### config.mk
export PLATFORM = sky130hd
export DESIGN_NAME = stp_serial_test_port
export DESIGN_NICKNAME = d
export VERILOG_FILES = /design/src/shared/stp_pkg.sv /design/src/core/stp_frame_tx.sv /design/src/core/stp_serial_test_port.sv
export VERILOG_INCLUDE_DIRS = /design/src /design/src/shared
export SDC_FILE = /design/constraint.sdc
export NUM_CORES = 1
export LEC_CHECK = 0
export BUFFER_PORTS_ARGS = -buffer_cell sky130_fd_sc_hd__buf_2
export CORE_MARGIN = 2
export CORE_UTILIZATION = 59
export CTS_BUF_LIST = sky130_fd_sc_hd__clkbuf_4
export CTS_CLUSTER_SIZE = 8
export DETAILED_ROUTE_END_ITERATION = 10
export PLACE_DENSITY = 0.84
export RECOVER_POWER = 100
export SLEW_MARGIN = 10
export SYNTH_ARGS = -nofsm -noshare
export SYNTH_HDL_FRONTEND = slang
export SYNTH_SLANG_ARGS = --single-unit
### constraint.sdc
create_clock -name clk -period 7.8 [get_ports clk]
set_input_delay 1.56 -clock clk [delete_from_list [all_inputs] [get_ports clk]]
set_output_delay 1.56 -clock clk [all_outputs]
set_load 0.005 [all_outputs]
### src/shared/stp_defines.svh
// Register map, key values, field positions and reset values of the test port.
`ifndef STP_DEFINES_SVH
`define STP_DEFINES_SVH

// Byte addresses of the six registers.
`define STP_ADDR_KEY_FIRST   32'hFFFF_0880
`define STP_ADDR_CONTROL     32'hFFFF_0884
`define STP_ADDR_KEY_SECOND  32'hFFFF_0888
`define STP_ADDR_BYTES_12    32'hFFFF_088C
`define STP_ADDR_BYTES_34    32'hFFFF_0890
`define STP_ADDR_BYTES_56    32'hFFFF_0894

// Unlock key values.
`define STP_KEY_FIRST_VAL    16'h0007
`define STP_KEY_SECOND_VAL   16'h00B9

// Control register fields.
`define STP_CTL_EN           0
`define STP_CTL_SRST         1
`define STP_CTL_CNT_LO       2
`define STP_CTL_CNT_HI       4
`define STP_CTL_ST_LO        5
`define STP_CTL_ST_HI        8

// Byte count codes.
`define STP_CNT_MAX          3'h5
`define STP_CNT_THREE        3'h2
`define STP_CNT_FOUR         3'h3

// Reset values.
`define STP_CTL_RESET        16'h0000
`define STP_DAT_RESET        16'h0000
`define STP_RD_ZERO          32'h0000_0000

// Frame layout: start, eight data, parity, two stops.
`define STP_FRAME_LAST       4'hB
`define STP_STATE_BIAS       4'h1

`endif

### src/shared/stp_pkg.sv
// Types shared by the serial test port design.
package stp_pkg;

	// Progress through the key-protected control write.
	typedef enum logic [1:0] {
		KEY_IDLE,
		KEY_OPEN,
		KEY_HELD
	} stp_key_t;

	// Transmit sequencer states.
	typedef enum logic [1:0] {
		TX_OFF,
		TX_ARMED,
		TX_SEND,
		TX_NEXT
	} stp_tx_t;

endpackage

### src/core/stp_frame_tx.sv
// Serialiser that sends one byte as a twelve-bit framed packet.
`include "stp_defines.svh"

module stp_frame_tx
	import stp_pkg::*;
(
	input  wire logic       clk,
	input  wire logic       rst_n,
	input  wire logic       ce,
	input  wire logic       load,
	input  wire logic [7:0] byteIn,
	input  wire logic       tick,
	input  wire logic       abort,
	output logic            serOut,
	output logic            done
);

	logic [11:0] shift_r;
	logic [3:0]  bitCnt_r;
	logic        busy_r;
	logic        out_r;
	logic        done_r;
	logic [11:0] frameWord;
	logic        lastBit;

	// Stops, even parity, data LSB first, start bit in bit zero.
	assign frameWord = {2'b11, ^byteIn, byteIn, 1'b0};
	assign lastBit   = (bitCnt_r == `STP_FRAME_LAST);
	assign serOut    = out_r;
	assign done      = done_r;

	// Each timer overflow moves the line on by exactly one bit.
	always_ff @(posedge clk or negedge rst_n) begin
		if (!rst_n) begin
			shift_r  <= 12'h0FFF;
			bitCnt_r <= 4'h0;
			busy_r   <= 1'b0;
			out_r    <= 1'b1;
			done_r   <= 1'b0;
		end else if (ce) begin
			done_r <= 1'b0;
			if (abort) begin
				busy_r <= 1'b0;
				out_r  <= 1'b1;
			end else if (load) begin
				shift_r  <= frameWord;
				bitCnt_r <= 4'h0;
				busy_r   <= 1'b1;
				out_r    <= frameWord[0];
			end else if (busy_r && tick) begin
				if (lastBit) begin
					busy_r <= 1'b0;
					done_r <= 1'b1;
					out_r  <= 1'b1;
				end else begin
					shift_r  <= {1'b1, shift_r[11:1]};
					bitCnt_r <= bitCnt_r + 4'h1;
					out_r    <= shift_r[1];
				end
			end
		end
	end

endmodule // stp_frame_tx

### src/core/stp_serial_test_port.sv
// Transmit-only serial test port with an APB register file whose control register is key-protected.
`include "stp_defines.svh"

module stp_serial_test_port
	import stp_pkg::*;
#(
	parameter int ADDR_W = 32
)(
	input  wire logic              clk,
	input  wire logic              rst_n,
	input  wire logic              ce,
	input  wire logic              psel,
	input  wire logic              penable,
	input  wire logic              pwrite,
	input  wire logic [ADDR_W-1:0] paddr,
	input  wire logic [31:0]       pwdata,
	output logic      [31:0]       prdata,
	output logic                   pready,
	output logic                   pslverr,
	input  wire logic              bitTick,
	output logic                   serialOut
);

	////////////////////////////////////////////////////////////////////////
	// Declarations.

	logic        pready_r;
	logic [31:0] prdata_r;
	logic        pslverr_r;

	stp_key_t    keyState_r;
	stp_key_t    keyState_nxt;
	logic [15:0] pending_r;

	logic        ctrlEn_r;
	logic [2:0]  ctrlCnt_r;

	logic [15:0] datReg_r [0:2];
	logic [2:0]  seen_r;
	logic [2:0]  seen_nxt;

	stp_tx_t     txState_r;
	stp_tx_t     txState_nxt;
	logic [2:0]  byteIdx_r;
	logic [2:0]  byteIdx_nxt;

	logic        accFirst;
	logic        accDone;
	logic        wrDone;
	logic        selKey0;
	logic        selCtl;
	logic        selKey1;
	logic [2:0]  selDat;
	logic        hit;
	logic        key0Ok;
	logic        key1Ok;
	logic        ctlWrite;
	logic        commit;
	logic        softRst;
	logic [2:0]  newCnt;
	logic [2:0]  needMask;
	logic        dataReady;
	logic        sending;
	logic [3:0]  stateField;
	logic [15:0] ctrlView;
	logic [15:0] rdWord;
	logic [15:0] pairWord;
	logic [7:0]  curByte;
	logic        lastByte;
	logic        frameLoad;
	logic        frameDone;
	logic        frameAbort;
	logic        seenClear;
	logic [2:0]  seenSet;

	////////////////////////////////////////////////////////////////////////
	// Bus decode.

	// Every transfer gets one wait state so read data comes from a flop.
	assign accFirst = psel && penable && !pready_r;
	assign accDone  = psel && penable && pready_r;
	assign wrDone   = accDone && pwrite;

	// Full-address decode of the six words.
	assign selKey0  = (paddr == ADDR_W'(`STP_ADDR_KEY_FIRST));
	assign selCtl   = (paddr == ADDR_W'(`STP_ADDR_CONTROL));
	assign selKey1  = (paddr == ADDR_W'(`STP_ADDR_KEY_SECOND));
	assign selDat[0] = (paddr == ADDR_W'(`STP_ADDR_BYTES_12));
	assign selDat[1] = (paddr == ADDR_W'(`STP_ADDR_BYTES_34));
	assign selDat[2] = (paddr == ADDR_W'(`STP_ADDR_BYTES_56));
	assign hit      = selKey0 || selCtl || selKey1 || (|selDat);

	////////////////////////////////////////////////////////////////////////
	// Key sequence.

	// Key compares look only at the low half; upper bits are don't-care.
	assign key0Ok   = wrDone && selKey0
		&& (pwdata[15:0] == `STP_KEY_FIRST_VAL);
	assign key1Ok   = wrDone && selKey1
		&& (pwdata[15:0] == `STP_KEY_SECOND_VAL);
	assign ctlWrite = wrDone && selCtl;
	assign commit   = (keyState_r == KEY_HELD) && key1Ok;
	assign softRst  = commit && pending_r[`STP_CTL_SRST];

	// Any completed access, read or write, moves the sequence on, so a
	// stray access between the three steps cancels the unlock.
	always_comb begin
		keyState_nxt = keyState_r;
		if (accDone) begin
			case (keyState_r)
				KEY_IDLE: begin
					keyState_nxt = key0Ok ? KEY_OPEN : KEY_IDLE;
				end
				KEY_OPEN: begin
					if (ctlWrite) begin
						keyState_nxt = KEY_HELD;
					end else begin
						keyState_nxt = key0Ok ? KEY_OPEN : KEY_IDLE;
					end
				end
				KEY_HELD: begin
					keyState_nxt = key0Ok ? KEY_OPEN : KEY_IDLE;
				end
				default: begin
					keyState_nxt = KEY_IDLE;
				end
			endcase
		end
	end

	// Sequence state and the control value waiting for the second key.
	always_ff @(posedge clk or negedge rst_n) begin
		if (!rst_n) begin
			keyState_r <= KEY_IDLE;
			pending_r  <= `STP_CTL_RESET;
		end else if (ce) begin
			keyState_r <= keyState_nxt;
			if (ctlWrite && keyState_r == KEY_OPEN) begin
				pending_r <= pwdata[15:0];
			end
		end
	end

	////////////////////////////////////////////////////////////////////////
	// Control register.

	// Codes above six bytes are clamped to six rather than left undefined.
	assign newCnt = (pending_r[`STP_CTL_CNT_HI:`STP_CTL_CNT_LO] > `STP_CNT_MAX)
		? `STP_CNT_MAX
		: pending_r[`STP_CTL_CNT_HI:`STP_CTL_CNT_LO];

	// The stored fields change only when the second key lands.
	always_ff @(posedge clk or negedge rst_n) begin
		if (!rst_n) begin
			ctrlEn_r  <= 1'b0;
			ctrlCnt_r <= 3'h0;
		end else if (ce) begin
			if (softRst) begin
				ctrlEn_r  <= 1'b0;
				ctrlCnt_r <= 3'h0;
			end else if (commit) begin
				ctrlEn_r  <= pending_r[`STP_CTL_EN];
				ctrlCnt_r <= newCnt;
			end
		end
	end

	////////////////////////////////////////////////////////////////////////
	// Data registers and the written-since-enable marks.

	// Byte pairs needed: one register up to two bytes, two up to four.
	assign needMask = (ctrlCnt_r > `STP_CNT_FOUR) ? 3'b111
		: (ctrlCnt_r >= `STP_CNT_THREE) ? 3'b011
		: 3'b001;
	assign dataReady = ((seen_r & needMask) == needMask);

	// A write in the same cycle as the clear is kept: set wins.
	assign seenSet  = wrDone ? selDat : 3'b000;
	assign seen_nxt = (seen_r & ~(seenClear ? 3'b111 : 3'b000)) | seenSet;

	// Storage for the six bytes, written as whole sixteen-bit words.
	always_ff @(posedge clk or negedge rst_n) begin
		if (!rst_n) begin
			for (int i = 0; i < 3; i++) begin
				datReg_r[i] <= `STP_DAT_RESET;
			end
			seen_r <= 3'b000;
		end else if (ce) begin
			for (int i = 0; i < 3; i++) begin
				if (seenSet[i]) begin
					datReg_r[i] <= pwdata[15:0];
				end
			end
			seen_r <= seen_nxt;
		end
	end

	////////////////////////////////////////////////////////////////////////
	// Transmit sequencer.

	// Byte N sits in register N/2, low half for even N.
	assign pairWord = datReg_r[byteIdx_r[2:1]];
	assign curByte  = byteIdx_r[0] ? pairWord[15:8]
		: pairWord[7:0];
	assign lastByte = (byteIdx_r == ctrlCnt_r);
	assign sending  = (txState_r == TX_SEND) || (txState_r == TX_NEXT);
	assign frameAbort = softRst || !ctrlEn_r;

	// Marks clear on every control commit and after the last byte, so a
	// new transfer needs fresh data writes.
	assign seenClear = commit || (txState_r == TX_SEND && frameDone && lastByte);

	always_comb begin
		txState_nxt = txState_r;
		byteIdx_nxt = byteIdx_r;
		frameLoad   = 1'b0;
		case (txState_r)
			TX_OFF: begin
				byteIdx_nxt = 3'h0;
				if (ctrlEn_r) begin
					txState_nxt = TX_ARMED;
				end
			end
			TX_ARMED: begin
				byteIdx_nxt = 3'h0;
				if (!ctrlEn_r) begin
					txState_nxt = TX_OFF;
				end else if (dataReady) begin
					frameLoad   = 1'b1;
					txState_nxt = TX_SEND;
				end
			end
			TX_SEND: begin
				if (!ctrlEn_r) begin
					txState_nxt = TX_OFF;
				end else if (frameDone && lastByte) begin
					txState_nxt = TX_ARMED;
				end else if (frameDone) begin
					byteIdx_nxt = byteIdx_r + 3'h1;
					txState_nxt = TX_NEXT;
				end
			end
			TX_NEXT: begin
				if (!ctrlEn_r) begin
					txState_nxt = TX_OFF;
				end else begin
					frameLoad   = 1'b1;
					txState_nxt = TX_SEND;
				end
			end
			default: begin
				txState_nxt = TX_OFF;
			end
		endcase
	end

	// Soft reset drops any transfer in flight at once.
	always_ff @(posedge clk or negedge rst_n) begin
		if (!rst_n) begin
			txState_r <= TX_OFF;
			byteIdx_r <= 3'h0;
		end else if (ce) begin
			txState_r <= softRst ? TX_OFF : txState_nxt;
			byteIdx_r <= softRst ? 3'h0 : byteIdx_nxt;
		end
	end

	// Packet serialiser; its output flop drives the pin directly.
	stp_frame_tx u_frame (
		.clk    (clk),
		.rst_n  (rst_n),
		.ce     (ce),
		.load   (frameLoad),
		.byteIn (curByte),
		.tick   (bitTick),
		.abort  (frameAbort),
		.serOut (serialOut),
		.done   (frameDone)
	);

	////////////////////////////////////////////////////////////////////////
	// Read path.

	// State shows byte number plus one, so it is never zero while busy.
	assign stateField = sending
		? (4'(byteIdx_r) + `STP_STATE_BIAS)
		: 4'h0;

	// Reset bit and reserved bits always read as zero.
	assign ctrlView = {7'h00, stateField, ctrlCnt_r,
		1'b0, ctrlEn_r};

	// Key registers are write-only and read as zero.
	assign rdWord = selCtl    ? ctrlView
		: selDat[0] ? datReg_r[0]
		: selDat[1] ? datReg_r[1]
		: selDat[2] ? datReg_r[2]
		: 16'h0000;

	// Answer registered in the first access cycle, so pready and the data
	// rise together one cycle later.
	always_ff @(posedge clk or negedge rst_n) begin
		if (!rst_n) begin
			pready_r  <= 1'b0;
			prdata_r  <= `STP_RD_ZERO;
			pslverr_r <= 1'b0;
		end else if (ce) begin
			pready_r  <= accFirst;
			pslverr_r <= accFirst && !hit;
			if (accFirst) begin
				prdata_r <= pwrite ? `STP_RD_ZERO : {16'h0000, rdWord};
			end
		end
	end

	assign pready  = pready_r;
	assign prdata  = prdata_r;
	assign pslverr = pslverr_r;

endmodule // stp_serial_test_port

---- After elaboration in Yosys (flattened, before gate mapping) ----
Cells that the tools add are included.
Widths: inputs -> output; s select.
cells by class
  divide/modulo/power cells ............... 0
  shifts and indexed selects .............. 0
  multiply operators ...................... 0
  bitwise gates (word level) .............. 6
  reduce and logical (&&, ||, !) cells .... 49
  muxes and demuxes ....................... 58
  equal/unequal tests ..................... 23
  $lt $le $gt $ge ......................... 4
  $add $sub $neg .......................... 3
operator list
  cell                  count
  $eq 32x32->1 const B  6
  $mux 16               7
  $mux 12               3
  $bmux 16 s2           1
  $mux 3                10
  $mux 2                10
  $mux 1                18
  $logic_and 1x1->1     17
  $eq 16x3->1 const B   1
  $eq 16x8->1 const B   1
  $mux 4                4
  $reduce_and 2->1      8
  $ne 3x3->1 const B    3
  $reduce_bool 3->1     3
  $mux 8                1
  $pmux 2 s4            1
  $reduce_and 4->1      2
  $reduce_xor 8->1      1
  $and 3x3->3           2
  $eq 2x2->1 const B    3
  $eq 3x3->1            2
  $logic_or 1x1->1      6
  $pmux 3 s2            1
  $ne 5x3->1 const B    1
  other kinds (25)      31
storage, ports and cells
  output and inout bits ................... 35
  flip-flop bits (word level) ............. 120
  input bits .............................. 71
  memories ................................ 0
  ROM bits ................................ 0
  RAM bits ................................ 0
  logic and storage cells ................. 161
  bits in latches ......................... 0

---- Longest topological paths before layout ----
Gate-level depths: netlist of the first run.
  depth in word-level cells ............... 11
  depth in mapped cells ................... 9
  depth with buffers taken out ............ 6

---- By module ----
Synthesis of the first run repeated with hierarchy kept, for this count alone.
unflattened totals
  cell total of the unflattened synthesis .. 535
  area total of the unflattened synthesis .. 5520.3 um^2
by module, submodules not included
  module                instances  cells each  area an instance (um^2)  seq. area each (um^2)
  stp_serial_test_port  1          449         4626.9                   2127.0
  stp_frame_tx          1          86          893.4                    412.9

---- Worst setup path after synthesis of the first run ----
Ideal clock, no wire load.
  kind .................................... in2reg
  start ................................... in paddr[6]
  end ..................................... reg datReg_r[10] in the netlist's numbering
  data required time ...................... 7.675 ns
  data arrival time ....................... 3.481 ns
  stages on the path ...................... 7
  library setup time ...................... 0.125 ns
  buffers on the path ..................... 1
  path slack .............................. 4.195 ns
  cell sequence ........................... nand4bb_1 or4_4 nor2_1 nand3_1 nor2_2 buf_4 mux2_2
on the way
  longest elaborated chain between the ends .. 3
ends and longest elaborated chain
  item                               line                         RTL
  start, declared                    stp_serial_test_port.sv:15   input wire logic [ADDR_W-1:0] paddr,
  $eq 32x32->1                       stp_serial_test_port.sv:90   assign selDat[2] = (paddr == ADDR_W'(`STP_ADDR_BYTES_56));
  $mux 3                             stp_serial_test_port.sv:178  assign seenSet = wrDone ? selDat : 3'b000;
  $reduce_and 2->1 (no source line)  -
  end signal, assigned by index      stp_serial_test_port.sv:185  datReg_r[i] <= `STP_DAT_RESET;
  end signal, assigned by index      stp_serial_test_port.sv:191  datReg_r[i] <= pwdata[15:0];
  end, declared                      stp_serial_test_port.sv:38   logic [15:0] datReg_r [0:2];
Every way passes these cells.
A chain may end at the register's enable or synchronous reset.

---- Final worst setup path of the first run ----
  start ................................... in paddr[1]
  end ..................................... reg datReg_r[18] in the netlist's numbering
on the way
  longest elaborated chain between the ends .. 3
ends and longest elaborated chain
  item                               line                         RTL
  $eq 32x32->1                       stp_serial_test_port.sv:89   assign selDat[1] = (paddr == ADDR_W'(`STP_ADDR_BYTES_34));
  $mux 3                             stp_serial_test_port.sv:178
  $reduce_and 2->1 (no source line)  -
Every way passes these cells.

==> impl_results.md, run 1 <==
- GRT Total Usage: ~29%
- Synth Register Bits: around 100
- Maximum level of the CTS H-tree: 3
- Vias in the first global route: about 4400
- Synthesized area: roughly 5600 um2
- Wirelength per Cell: roughly 20 um
- Setup TNS: 0 ps
- PD cells: between 100 and 150 nW/um2
- CTS clk-pin slew, worst paths: 150 ps
- Antenna viol nets, final: 0
- Status: complete, but fails checks
- Root buf cell: clkbuf_4
- Failing checks: capacitance limit, slew limit
- Hold Crit Class: reg -> reg
- Worst-Skew Late Latency: around 480 ps
- Placed cell area: ~6000 um2
- Die Wd: 102 um
- Sequential cell area fraction in the yosys report: between 40% and 50%
- Vias per inst: 6.31
- Die Ht: approximately 100 um
- Reg2reg setup slack: 4710 ps
- Routed vias: about 4400
- R2R Path Start: ctrlCnt_r[1]
- Peak Freq: roughly 190 MHz
- Diode count: 0
- Cells after Synth: approximately 510
- Slew Limit Fails: 85
- Share of cells above drive strength 1: a little under a third
- R2R cell count: 6
- Initial antenna violation count: 0
- CTS tree: yes
- Warnings from Yosys: 0
- Worst Hold Path EP: prdata[1]
- Most common library cell in the layout ignoring fill and taps: dfrtp_1
- Peak supply drop: roughly 100 uV
- Die footprint: 10300 um2
- FFs w/ async S/R, synth: 100%
- Reg2Reg Capture Point: u_frame.bitCnt_r[0]
- Max-cap viol count: 4
- HPWL after detailed placement: 9.78 mm
- Relative slew margins: -34.8%
- Row count: 35
- Routability cong.: a little under 0.9
- Min-delay src: prdata[1]
- RSZ-0062 raised after global routing: no
- Fin util: between 60% and 70%
- Area of the core: a little over 9000 um2
- Postcts setup bufs: 0
- Clk sinks: between 100 and 150
- Largest net degree at the start of global routing: 66
- Worst setup path class: in -> reg
- Hold Vio Cnt, Final: 0
- Avg Inst Size Synth: ~11 um2
- TritonRoute pass-1 iters: 7
- Finish-stage setup viols: 0
- Post-CTS Resized: 0
- CTS buffer count: 9
- Final worst-path cycle share: ~67%
- DRT iter0 DRCs: 496
- Worst EP required: between 8000 and 9000 ps
- Synth Flop Type: dfrtp_1
- Layout area overhead: 7.66%
- # DRC: 0
- WL final: approximately 14 mm
- Critical Path Fanout Max: 10
- Fill cells: about 700
- IO Port Bufs: 73
- Cell Count Post-Placement: 687
- Total gr overflow: 0
- Most frequent cells in the layout: dfrtp_1 (91), mux2_2 (76), buf_2 (58), nand2_1 (39), o21ai_0 (26)
- First-pass GRT wire length: between 20 and 25 mm
- Worst-Margin Slew: ~2000 ps
- Clock buffer depth: 2
- Initial Utilization: 61.0%
- Count of different cell masters after synthesis: 65
- CTS Hold Bufs: 0
- Non-Filler Instances: 703
- Startpoint Class: input port
- Nets: 642
- Worst Skew: slightly below 20 ps
- EDFF count, synth: 0
- Io pins: roughly 110
- CP arrival: between 5000 and 6000 ps
- Critical Path Sink Type: flip-flop
- Hold depth: 2
- Fin crit period: ~5200 ps
- Leak Pwr: around 2.9 nW
- Post-route cell area: just over 6000 um2
==> per-stage QoR <==
step	hold slack [ps]	total power [mW]	setup WS, ps
3_5_place_dp	461	0.585	3190
2_1_floorplan	450	0.557	4190
5_1_grt	534	0.924	2620
3_3_place_gp	459	0.583	3180
6_report	495	0.890	2610
4_1_cts	496	0.893	3670
==> report_power, final <==
| part | switching [mW] | leakage, nW | internal (mW) |
|---|---|---|---|
| sequential | 0.000604 | 1.37 | 0.525 |
| clock | 0.183 | 0.0887 | 0.132 |
| combinational | 0.0341 | 1.40 | 0.0153 |
==> worst max-delay path: stages <==
cell,delay [ps]
clkbuf_1,100
nor4_1,1620
and2_0,620
nor2b_1,660
clkbuf_1,590
mux2_2,400
==> final cells by class <==
class	instances	area, um2	share of cell area, %
Clock buffer	9	67.6	1.11
Clock inverter	7	95.1	1.57
Inverter	11	41.3	0.681
Multi-Input combinational cell	367	2770	45.7
Sequential cell	101	2540	41.9
Tap cell	129	161	2.66
Timing Repair Buffer	79	388	6.39
==> worst max path at each step <==
stage	startpoint	to	slack, ps	depth (start not counted)
floorplan	paddr[6]	datReg_r[10]	4190	7
global placement	paddr[1]	datReg_r[18]	3180	6
detailed placement	paddr[1]	datReg_r[27]	3190	6
CTS	paddr[1]	datReg_r[18]	3670	6
global route	paddr[1]	datReg_r[18]	2620	6
finish	paddr[1]	datReg_r[18]	2610	6
==> registers in the layout, indices dropped and copies added, names as in the netlist, 2 cells and up <==
| signal | count |
|---|---|
| datReg_r | 48 |
| seen_r | 3 |
| u_frame.shift_r | 9 |
| keyState_r | 2 |
| ctrlCnt_r | 3 |
| pending_r | 5 |
| u_frame.bitCnt_r | 4 |
| txState_r | 2 |
| byteIdx_r | 3 |
| prdata | 16 |
==> cell usage after synthesis, types with 9 or more instances <==
cell type / n / area, um2
a21oi_1: 16 / 80.1
a22oi_1: 9 / 67.6
buf_4: 21 / 158
clkbuf_1: 12 / 45.0
dfrtp_1: 91 / 2280
dfstp_2: 10 / 263
inv_1: 10 / 37.5
mux2_2: 76 / 856
mux2i_1: 9 / 90.1
nand2_1: 39 / 146
nand2b_1: 11 / 68.8
nand4_1: 10 / 62.6
nor2_1: 19 / 71.3
o21ai_0: 20 / 100
o31ai_1: 9 / 67.6
xnor2_1: 10 / 87.6
xor2_1: 9 / 78.8
==> per-layer routing <==
layer	vias up	GRT usage [%]	share of wire (%)
met3	18	7.11	8.4
met1	2190	38.2	40
met5	-	0	0
li1	1974	-	-
met4	0	8.52	1.5
met2	252	46.5	50
==> logic make-up after synthesis <==
logic type	share of synthesized area [%]
flops	45.1
other cells	0.0666
simple gates	11.5
compound gates	16.1
buf+inv	5.86
xor+xnor	3.35
mux	17.6
fa+ha+maj	0.444
Power figures use the tool's default switching activity.
==> run 2: changes to the inputs <==
--- a/config.mk
+++ b/config.mk
@@ -8,11 +8,11 @@
 export LEC_CHECK = 0
 export BUFFER_PORTS_ARGS = -buffer_cell sky130_fd_sc_hd__buf_2
 export CORE_MARGIN = 2
-export CORE_UTILIZATION = 59
+export CORE_UTILIZATION = 58
 export CTS_BUF_LIST = sky130_fd_sc_hd__clkbuf_4
 export CTS_CLUSTER_SIZE = 8
 export DETAILED_ROUTE_END_ITERATION = 10
-export PLACE_DENSITY = 0.84
+export PLACE_DENSITY = 0.83
 export RECOVER_POWER = 100
 export SLEW_MARGIN = 10
 export SYNTH_ARGS = -nofsm -noshare
==> constraint.sdc (replaced) <==
create_clock -name clk -period 5 [get_ports clk]
set_input_delay 1 -clock clk [delete_from_list [all_inputs] [get_ports clk]]
set_output_delay 1 -clock clk [all_outputs]
set_load 0.005 [all_outputs]
==> impl_results.md, run 2 (synthesized netlist as in run 1, its figures left out) <==
- Vias per inst: 6.30
- Max reg flops: 48
- Multi-input logic area: approximately 2800 um2
- Sequential Power Share: roughly 60%
- Fill cells: 744
- HPWL after detailed placement: roughly 9.9 mm
- Reg2reg setup slack: around 1800 ps
- Routed vias: about 4500
- Slew Limit Fails: a little under 80
- Initial Utilization: between 60% and 70%
- Wirelength per Cell: approximately 20 um
- Fin crit period: between 4000 and 5000 ps
- CTS buffer count: 9
- Crit path max-delay cell type: nor4_1
- Max-cap viol count: 2
- Leak Pwr: between 2 and 3 nW
- CTS Hold Bufs: 0
- First-pass GRT wire length: roughly 22 mm
- Die Wd: about 100 um
- Postcts setup bufs: 0
- Net switching fraction of the power: about a quarter
- Die Ht: roughly 100 um
- Largest net degree at the start of global routing: approximately 60
- IO Port Bufs: 73
- Share of cells above drive strength 1: 31.8%
- Routability cong.: about 0.87
- Worst-Margin Slew: around 3300 ps
- Cell Count Post-Placement: approximately 700
- CTS tree: yes
- Switching power: roughly 350 uW
- Total gr overflow: 0
- Finish-stage setup viols: 0
- # DRC: 0
- Row count: 35
- GRT Total Usage: 28.1%
- Hold Vio Cnt, Final: 0
- Worst path most repeated cell: nor4_1
- Failing checks: capacitance limit, slew limit
- Root buf cell: clkbuf_4
- Clock buffer depth: 2
- Most frequent cells in the layout: dfrtp_1 (91), mux2_2 (76), buf_2 (61), nand2_1 (39), o21ai_0 (25)
- Most common library cell in the layout ignoring fill and taps: dfrtp_1
- DRT iter0 DRCs: between 300 and 400
- Post-route cell area: between 6000 and 7000 um2
- Peak Freq: about 250 MHz
- Maximum level of the CTS H-tree: 3
- Antenna viol nets, final: 0
- CP Cell Sequence: clkbuf_1 -> nor4_1 -> nand4_1 -> nor4_1 -> nand2_1 -> o2111ai_1 -> mux2_2
- Logic pwr share: about 5.9%
- CTS clk-pin slew, worst paths: about 170 ps
- Hold Crit Class: reg -> reg
- Initial antenna violation count: 1
- CP arrival: between 4000 and 5000 ps
- Io pins: 106
- Relative slew margins: -118%
- Die footprint: between 10000 and 15000 um2
- Top reg by flops: datReg_r
- Clock share of power: about a third
- Nets: around 640
- Worst Skew: 17.2 ps
- Peak supply drop: about 130 uV
- Status: complete, but fails checks
- PD cells: 224 nW/um2
- Flip-flop and latch area: around 2500 um2
- Layout area overhead: 7.59%
- WL final: approximately 14 mm
- Area of the core: around 9300 um2
- Max incr delay on CP: 740 ps
- Startpoint Class: input port
- Worst-Skew Late Latency: approximately 450 ps
- Non-Filler Instances: around 700
- Critical Path Sink Type: flip-flop
- Internal power consumption: 1.00 mW
- Setup TNS: 0 ps
- RSZ-0062 raised after global routing: no
- Worst setup path class: in -> reg
- Post-CTS Resized: 0
- Placed cell area: 6000 um2
- Vias in the first global route: ~4400
- Clk sinks: slightly above 100
- Final worst-path cycle share: 81.5%
- Critical Path Fanout Max: 22
- TritonRoute pass-1 iters: 5
- Worst EP required: ~5400 ps
[run 2: cell count changes in the layout (fill, tap and decap cells not counted), sizes merged]
cell | previous run | this run
clkinvlp | 0 | 1
bufinv | 2 | 1
clkbuf | 25 | 26
clkinv | 2 | 1
inv | 14 | 15
buf | 63 | 64
diode | 0 | 1
[run 2: cell type report]
| type | instances | area share, % |
|---|---|---|
| Multi-Input combinational cell | 367 | 45.8 |
| Timing Repair Buffer | 81 | 6.46 |
| Antenna cell | 1 | 0.0413 |
| Tap cell | 129 | 2.66 |
| Inverter | 11 | 0.681 |
| Sequential cell | 101 | 41.9 |
| Clock inverter | 7 | 1.32 |
| Clock buffer | 9 | 1.11 |
[run 2: path summary, 6_finish.rpt]
| check | start | endpoint | cells after the start |
|---|---|---|---|
| max | paddr[4] | u_frame.bitCnt_r[0] | 7 |
| min | prdata[10] | prdata[10] | 2 |
| max reg2reg | byteIdx_r[1] | u_frame.shift_r[9] | 6 |
| min reg2reg | prdata[10] | prdata[10] | 2 |
| max in group asynchronous | rst_n | u_frame.shift_r[3] | 2 |
| min in group asynchronous | rst_n | datReg_r[47] | 1 |
[run 2: power by group through the flow]
| stage | Combinational (mW) | Clock, mW | Sequential (mW) |
|---|---|---|---|
| after CTS | 0.0805 | 0.462 | 0.820 |
| after floorplan | 0.0335 | 0 | 0.835 |
| final | 0.0795 | 0.457 | 0.820 |
| after detailed placement | 0.0804 | 0 | 0.835 |
| after global placement | 0.0778 | 0 | 0.835 |
| after global routing | 0.0885 | 0.495 | 0.821 |
[run 2: per-layer routing]
metal / vias up / track usage, % / part of all wire [%] / wire [um]
li1: 1984 / - / - / -
met1: 2202 / 36.7 / 41 / 5700
met2: 233 / 47.1 / 49 / 6860
met3: 31 / 4.20 / 6.7 / 928
met4: 0 / 12.0 / 3.1 / 429
met5: - / 0 / 0 / 0
[run 2: stage by stage]
stage                     utilization, %  power (mW)  setup WS [ps]  hold WS [ps]
after floorplan                        -       0.868           1950           450
after global placement              64.3       0.912           1270           460
after detailed placement            64.3       0.915           1210           463
after CTS                           65.9        1.36           1730           495
after global routing                65.0        1.40            849           522
final                               65.0        1.36            924           493
[run 2: critical path: cells and delay by family]
kind | cells | cell delay [ps]
AND/OR/NAND/NOR | 4 | 1980
multiplexers | 1 | 430
AO/OA/AOI/OAI | 1 | 560
buffers and inverters | 1 | 460
